$ cat src/core/nand_tgt_pkg.sv
// Constants shared by the target busy, protect and bus-width support logic
// Notes on behaviour
// (RQ1) All targets share one bus width, 8 or 16; double-rate parts are 8-bit only.
// (RQ2) On a 16-bit bus only data uses full width; command and address use low byte.
// (RQ3) Upper byte lane is ignored during command cycles on a 16-bit bus.
// (RQ4) Host drives the upper byte lane to zero during address cycles.
// (RQ5) Busy output is the AND of every logical unit ready status bit.
// (RQ6) Busy output becomes valid within 10 us, or 250 us with a controller.
// (RQ7) Busy output reaches ready within 1 ms, or 2 ms with a controller.
// (RQ8) Host must not sample busy until 50 us after supply ramp plus validity delay.
// (RQ9) With eight enables and four busy pins, enables 0 and 2, 1 and 3 share; the code pairs enable b with enable b+4 instead.
// (RQ10) Busy output is open drain: drive low or release only.
// (RQ11) Program and erase are refused while write protect is low.
// (RQ12) Host changes write protect only while no command executes.
// (RQ13) Host keeps bus idle for the protect settle time after write protect changes.
// (RQ14) Write protect is asynchronous and is synchronised internally.
// (RQ15) Target stays in low power until its first reset command.
// (RQ16) Logical unit ready bit is one when idle, zero during array operations.
package nand_tgt_pkg;

  // ****************************************
  // Timing
  // ****************************************
  localparam int CLOCK_MHZ = 200;
  localparam int VALID_DELAY_US_RAW = 10;
  localparam int VALID_DELAY_US_CTRL = 250;
  localparam int READY_TIME_MS_RAW = 1;
  localparam int READY_TIME_MS_CTRL = 2;
  localparam int VALID_CYC_RAW = VALID_DELAY_US_RAW * CLOCK_MHZ;
  localparam int VALID_CYC_CTRL = VALID_DELAY_US_CTRL * CLOCK_MHZ;
  localparam int READY_CYC_RAW = READY_TIME_MS_RAW * 1000 * CLOCK_MHZ;
  localparam int READY_CYC_CTRL = READY_TIME_MS_CTRL * 1000 * CLOCK_MHZ;
  localparam int TIMER_W = 20;

  // ****************************************
  // Bus and commands
  // ****************************************
  localparam logic [7:0] CMD_RESET = 8'hff;
  localparam logic [7:0] CMD_PROG_FIRST = 8'h80;
  localparam logic [7:0] CMD_ERASE_FIRST = 8'h60;
  localparam int NUM_ENABLES = 8;
  localparam int NUM_BUSY = 4;

  typedef enum logic [1:0] {
    ST_UNDEFINED,
    ST_VALID_BUSY,
    ST_READY
  } pwr_state_e;

endpackage

$ cat src/core/nand_busy_timer.sv
// Power-on timer that releases the busy output after the validity and ready delays
module nand_busy_timer #(
  parameter int VALID_CYC = nand_tgt_pkg::VALID_CYC_RAW,
  parameter int READY_CYC = nand_tgt_pkg::READY_CYC_RAW
) (
  input wire logic i_clock,
  input wire logic i_rst_b,
  output logic o_valid,
  output logic o_ready
);

  nand_tgt_pkg::pwr_state_e state_q, state_d;
  logic [nand_tgt_pkg::TIMER_W-1:0] count_q, count_d;

  always_comb begin
    state_d = state_q;
    count_d = count_q + 1'b1;
    case (state_q)
      nand_tgt_pkg::ST_UNDEFINED: begin
        if (count_q == nand_tgt_pkg::TIMER_W'(VALID_CYC - 1)) begin // RQ6
          state_d = nand_tgt_pkg::ST_VALID_BUSY;
        end
      end
      nand_tgt_pkg::ST_VALID_BUSY: begin
        if (count_q == nand_tgt_pkg::TIMER_W'(READY_CYC - 1)) begin // RQ7
          state_d = nand_tgt_pkg::ST_READY;
        end
      end
      default: begin
        count_d = count_q;
      end
    endcase
  end

  always_ff @(posedge i_clock or negedge i_rst_b) begin
    if (!i_rst_b) begin
      state_q <= nand_tgt_pkg::ST_UNDEFINED;
      count_q <= '0;
    end else begin
      state_q <= state_d;
      count_q <= count_d;
    end
  end

  assign o_valid = (state_q != nand_tgt_pkg::ST_UNDEFINED);
  assign o_ready = (state_q == nand_tgt_pkg::ST_READY);

endmodule

$ cat src/core/nand_target_support.sv
// Target busy aggregation, write-protect gating, bus-width and low-power control
module nand_target_support #(
  parameter int LUNS = 2,
  parameter bit WIDE_BUS = 1'b0,
  parameter bit DOUBLE_RATE = 1'b0,
  parameter bit INTEGRATED_CTRL = 1'b0,
  parameter int VALID_CYC = INTEGRATED_CTRL ? nand_tgt_pkg::VALID_CYC_CTRL
                                            : nand_tgt_pkg::VALID_CYC_RAW,
  parameter int READY_CYC = INTEGRATED_CTRL ? nand_tgt_pkg::READY_CYC_CTRL
                                            : nand_tgt_pkg::READY_CYC_RAW
) (
  input wire logic i_clock,
  input wire logic i_rst_b,
  input wire logic i_wp_b,
  input wire logic [nand_tgt_pkg::NUM_ENABLES-1:0] i_lun_ready_status_bit,
  input wire logic [LUNS-1:0] i_unit_ready,
  input wire logic i_cmd_strobe,
  input wire logic i_addr_strobe,
  input wire logic i_data_strobe,
  input wire logic [15:0] i_bus,
  output logic [nand_tgt_pkg::NUM_BUSY-1:0] o_busy_pin_oe,
  output logic [nand_tgt_pkg::NUM_BUSY-1:0] o_busy_pin_out,
  output logic o_busy_oe,
  output logic o_busy_out,
  output logic o_low_power,
  output logic [7:0] o_cmd,
  output logic o_cmd_valid,
  output logic [7:0] o_addr,
  output logic o_addr_valid,
  output logic [15:0] o_data,
  output logic o_data_valid,
  output logic o_array_op_allowed,
  output logic o_op_refused
);

  // ****************************************
  // Configuration check
  // ****************************************
  if (DOUBLE_RATE && WIDE_BUS) begin : g_bad_width
    $error("double rate interface needs an 8-bit bus"); // RQ1
  end

  // ****************************************
  // Power-on timing
  // ****************************************
  logic timer_ready;

  nand_busy_timer #(
    .VALID_CYC(VALID_CYC),
    .READY_CYC(READY_CYC)
  ) u_timer (
    .i_clock(i_clock),
    .i_rst_b(i_rst_b),
    .o_valid(),
    .o_ready(timer_ready)
  );

  // ****************************************
  // Write-protect synchroniser
  // ****************************************
  logic wp_meta_q, wp_sync_q;

  always_ff @(posedge i_clock or negedge i_rst_b) begin
    if (!i_rst_b) begin
      wp_meta_q <= 1'b0;
      wp_sync_q <= 1'b0;
    end else begin
      wp_meta_q <= i_wp_b; // RQ14
      wp_sync_q <= wp_meta_q;
    end
  end

  // ****************************************
  // Bus decode and gating
  // ****************************************
  logic low_power_q, low_power_d;
  logic [7:0] cmd_q, cmd_d, addr_q, addr_d;
  logic [15:0] data_q, data_d;
  logic cmd_valid_q, cmd_valid_d, addr_valid_q, addr_valid_d;
  logic data_valid_q, data_valid_d, refused_q, refused_d, allowed_q, allowed_d;

  function automatic logic is_array_write(input logic [7:0] c);
    is_array_write = (c == nand_tgt_pkg::CMD_PROG_FIRST) ||
                     (c == nand_tgt_pkg::CMD_ERASE_FIRST);
  endfunction

  always_comb begin
    low_power_d = low_power_q;
    cmd_d = cmd_q;
    addr_d = addr_q;
    data_d = data_q;
    cmd_valid_d = 1'b0;
    addr_valid_d = 1'b0;
    data_valid_d = 1'b0;
    refused_d = 1'b0;
    allowed_d = wp_sync_q; // RQ11
    if (i_cmd_strobe) begin
      cmd_d = i_bus[7:0]; // RQ2 RQ3
      if (i_bus[7:0] == nand_tgt_pkg::CMD_RESET) begin
        low_power_d = 1'b0; // RQ15
      end
      // Refuse on the same level that is shown on o_array_op_allowed
      if (is_array_write(i_bus[7:0]) && !allowed_q) begin
        refused_d = 1'b1; // RQ11
      end else begin
        cmd_valid_d = 1'b1;
      end
    end else if (i_addr_strobe) begin
      addr_d = i_bus[7:0]; // RQ2
      addr_valid_d = 1'b1;
    end else if (i_data_strobe) begin
      data_d = WIDE_BUS ? i_bus : {8'h00, i_bus[7:0]}; // RQ1
      data_valid_d = 1'b1;
    end
  end

  always_ff @(posedge i_clock or negedge i_rst_b) begin
    if (!i_rst_b) begin
      low_power_q <= 1'b1;
      cmd_q <= 8'h00;
      addr_q <= 8'h00;
      data_q <= 16'h0000;
      cmd_valid_q <= 1'b0;
      addr_valid_q <= 1'b0;
      data_valid_q <= 1'b0;
      refused_q <= 1'b0;
      allowed_q <= 1'b0;
    end else begin
      low_power_q <= low_power_d;
      cmd_q <= cmd_d;
      addr_q <= addr_d;
      data_q <= data_d;
      cmd_valid_q <= cmd_valid_d;
      addr_valid_q <= addr_valid_d;
      data_valid_q <= data_valid_d;
      refused_q <= refused_d;
      allowed_q <= allowed_d;
    end
  end

  // ****************************************
  // Busy outputs
  // ****************************************
  logic busy_oe_q, busy_oe_d;
  logic [nand_tgt_pkg::NUM_BUSY-1:0] pin_oe_q, pin_oe_d;

  always_comb begin
    busy_oe_d = !(timer_ready && (&i_unit_ready)); // RQ5 RQ7 RQ16
    // Enables b and b+4 share pin b: 0/4, 1/5, 2/6 and 3/7
    for (int b = 0; b < nand_tgt_pkg::NUM_BUSY; b++) begin
      pin_oe_d[b] = !(timer_ready && i_lun_ready_status_bit[b] &&
                      i_lun_ready_status_bit[b + 4]); // RQ9
    end
  end

  always_ff @(posedge i_clock or negedge i_rst_b) begin
    if (!i_rst_b) begin
      busy_oe_q <= 1'b1;
      pin_oe_q <= '1;
    end else begin
      busy_oe_q <= busy_oe_d;
      pin_oe_q <= pin_oe_d;
    end
  end

  assign o_busy_oe = busy_oe_q;
  assign o_busy_out = 1'b0; // RQ10
  assign o_busy_pin_oe = pin_oe_q;
  assign o_busy_pin_out = '0; // RQ10
  assign o_low_power = low_power_q;
  assign o_cmd = cmd_q;
  assign o_cmd_valid = cmd_valid_q;
  assign o_addr = addr_q;
  assign o_addr_valid = addr_valid_q;
  assign o_data = data_q;
  assign o_data_valid = data_valid_q;
  assign o_array_op_allowed = allowed_q;
  assign o_op_refused = refused_q;

endmodule

$ cat config.mk
export PLATFORM = sky130hd
export DESIGN_NAME = nand_target_support
export DESIGN_NICKNAME = d
export VERILOG_FILES = /design/src/core/nand_tgt_pkg.sv /design/src/core/nand_busy_timer.sv /design/src/core/nand_target_support.sv
export SDC_FILE = /design/constraint.sdc
export NUM_CORES = 1
export LEC_CHECK = 0
export ABC_AREA = 1
export BUFFER_PORTS_ARGS = -buffer_cell sky130_fd_sc_hd__buf_2
export CORE_ASPECT_RATIO = 1.75
export CORE_MARGIN = 2
export CORE_UTILIZATION = 50
export CTS_CLUSTER_DIAMETER = 100
export DETAILED_ROUTE_END_ITERATION = 12
export PLACE_DENSITY = 0.77
export REMOVE_ABC_BUFFERS = 1
export SKIP_LAST_GASP = 1
export SYNTH_ARGS = -nofsm -noshare
export SYNTH_HDL_FRONTEND = slang
export SYNTH_HIERARCHICAL = 1
export SYNTH_SLANG_ARGS = --single-unit
$ cat constraint.sdc
create_clock -name i_clock -period 1.6 [get_ports i_clock]
set_clock_uncertainty 0.1 [all_clocks]
set_input_delay 0 -clock i_clock [delete_from_list [all_inputs] [get_ports i_clock]]
set_output_delay 0 -clock i_clock [all_outputs]
set_load 0.02 [all_outputs]
==> implementation parameters <==
Parameter                              Value

Status
  Result of the run    finished clean

Detailed routing
  WL per Instance    13.35 µm
  Remaining design rule violation count    0
  Number of iterations in the first detailed-routing pass    4
  Total via count after detailed routing    2225
  DRT antenna net count    0
  Total Routed Length    6193 µm
  Iter 0 DRT Violations    114
  Mean number of vias per cell    4.795

Critical path
  Critical path start-end classification    input pin to flip-flop
  Crit path DAT    1.66 ns
  Largest stage delay, worst path    0.56 ns
  Crit Path Max Fanout    4
  Critical path launch point type    input pin
  Critical Path RT    1.77 ns
  Critical-path top delay cell    sky130_fd_sc_hd__dlygate4sd3_1
  Cell breakdown of the critical path    dlygate4sd3_1 > buf_2 > inv_2 > nand3_1 > dlygate4sd3_1 > nand2_1 > nand2_1 > nor2_1
  Setup crit end kind    flip-flop

Global routing
  Total congestion overflow after global routing    0
  Grt peak-use layer    met2
  Global routing met1 resource utilization    0.2111
  Initial antenna violation count    0
  Met2 GRT Util    0.3946
  Maximum number of pins on one net before global-route repair    25
  Global router's overall resource usage    0.2159
  First-pass GRT wire length    9597 µm
  Via count of the first global-routing pass    2183
  Met3 track utilization from global routing    0.06709

STA
  Min Clock Period, post-route    1.492 ns
  Setup tns final    0 ns
  Final-report setup violation count    0
  Part of the cycle the worst path needs    0.9325
  Setup repair after global routing missed its margin    false
  Final number of hold-violating endpoints    0
  Number of max-slew violations in the final report    0
  Worst hold slack    0.02815 ns
  Maximum achievable frequency    0.6702 GHz

Cells and area
  Share of layout cells above drive strength 1    0.3154
  Final design utilization    0.6711
  Filler cells    411
  Count of inserted antenna diode cells    0
  Non-filler cells in the finished layout    464
  Net count of the finished layout    418
  Syn-to-layout area delta    29.24%

Floorplan
  Die Outline Area    6135 µm²
  Io pins    80
  Starting utilization of the core area    0.5192
  Rows    35
  Vert. Die Dim    102.1 µm
  Std-Cell Core Area    5299 µm²
  Die W    60.08 µm

Clock tree
  Number of buffers added for setup after CTS    0
  Clock buffers created by TritonCTS    9
  CTS clock-pin slew for the worst setup and hold paths    0.07 ns
  H-Tree Depth    3
  TritonCTS clock tree    done
  CTS Root Cell    sky130_fd_sc_hd__clkbuf_8
  Clock Latency Late Sink    0.34 ns
  Clock tree buffer depth    2
  Clock Sinks    59

Power
  Standby leakage power    1.806 nW
  Final Power    3.644 mW
  Cell Pwr Density    1025 nW/µm²
  Peak VDD IR    0.8329 mV

Yosys
  Post-synthesis cell area    2751 µm²
  Number of instances in the synthesized netlist    292
  Average cell area after synthesis    9.423 µm²
  Number of warnings issued by yosys    6

Place
  Placed wire-length estimate    4052 µm
  Number of buffer cells added on primary ports    58
  Gpl congestion    0.8469
  Number of cells in the design after placement    423

Min path
  Path type of the worst min-delay path    input pin to async pin

Flow run
  Total of max-cap violations    0
what timing repair did:
action | in CTS | in global routing
endpoints found under the setup margin | 0 | 1
hold buffers | 25 | 0
gates resized for setup | 0 | 1
endpoints found under the hold margin | 89 | 0
per-layer routing:
metal  part of all wire  routed length, µm
met5                  0                  0
met4              0.029                182
met3              0.041                255
met2               0.56               3475
met1               0.37               2279
flip-flops by register name, indices dropped and copies added (netlist names), 2 cells and up:
name,count
o_cmd,8
o_addr,8
o_data,8
o_busy_pin_oe,4
u_timer/count_q,20
u_timer/state_q,2
worst max-delay path, delay by kind of cell:
family	cells	cell delay (ns)
simple gates	4	0.28
buf+inv	4	1.36
per-stage QoR:
stage / worst slack, ns / cell area, µm²
after floorplan: 0.2955 / 2660
after global placement: 0.2031 / 3078
after detailed placement: 0.1736 / 3078
after CTS: 0.1122 / 3556
after global routing: 0.04104 / 3556
final: 0.1079 / 3556
cell type report:
class / instances / area (µm²) / share of cell area
Clock buffer: 12 / 155.1 / 0.04363
Clock inverter: 4 / 72.57 / 0.02041
Inverter: 33 / 126.4 / 0.03554
Multi-Input combinational cell: 196 / 1050 / 0.2952
Sequential cell: 59 / 1484 / 0.4173
Tap cell: 74 / 92.59 / 0.02604
Timing Repair Buffer: 86 / 575.6 / 0.1619
power by group:
part	switching, mW	internal (mW)
clock network	0.574	0.959
registers	0.0446	1.58
logic	0.311	0.179
placed cells by master (no fill, tap or decap), types with 2 or more instances in the layout:
cell and n:
sky130_fd_sc_hd__dfstp_2 6, sky130_fd_sc_hd__inv_1 29, sky130_fd_sc_hd__nor2_4 4, sky130_fd_sc_hd__buf_2 58, sky130_fd_sc_hd__xnor2_1 4, sky130_fd_sc_hd__nor2_2 6, sky130_fd_sc_hd__dlygate4sd3_1 25, sky130_fd_sc_hd__nand3b_1 2
sky130_fd_sc_hd__nor2_1 24, sky130_fd_sc_hd__nor3_1 3, sky130_fd_sc_hd__nand2_2 6, sky130_fd_sc_hd__clkbuf_8 11, sky130_fd_sc_hd__nand4_1 6, sky130_fd_sc_hd__nand2_1 70, sky130_fd_sc_hd__buf_4 2, sky130_fd_sc_hd__bufinv_16 2
sky130_fd_sc_hd__xor2_1 9, sky130_fd_sc_hd__nand2_4 3, sky130_fd_sc_hd__inv_2 3, sky130_fd_sc_hd__o21ai_1 7, sky130_fd_sc_hd__conb_1 13, sky130_fd_sc_hd__o21ai_2 16, sky130_fd_sc_hd__nand3_1 17, sky130_fd_sc_hd__dfrtp_1 53
final timing paths:
check | to | slack, ns | startpoint | cells past startpoint
worst max register to register | u_timer/count_q[18] | 0.16 | u_timer/state_q[1] | 8
worst min-delay path | o_addr[3] | 0.03 | i_rst_b | 2
worst max-delay path | o_op_refused | 0.11 | i_bus[7] | 8
max in group asynchronous | u_timer/count_q[3] | 0.82 | i_rst_b | 3
min in group i_clock | wp_meta_q | 0.21 | i_wp_b | 2
worst min register to register | o_array_op_allowed | 0.24 | allowed_d | 0
Note: power is estimated with default switching activity, not from simulation.
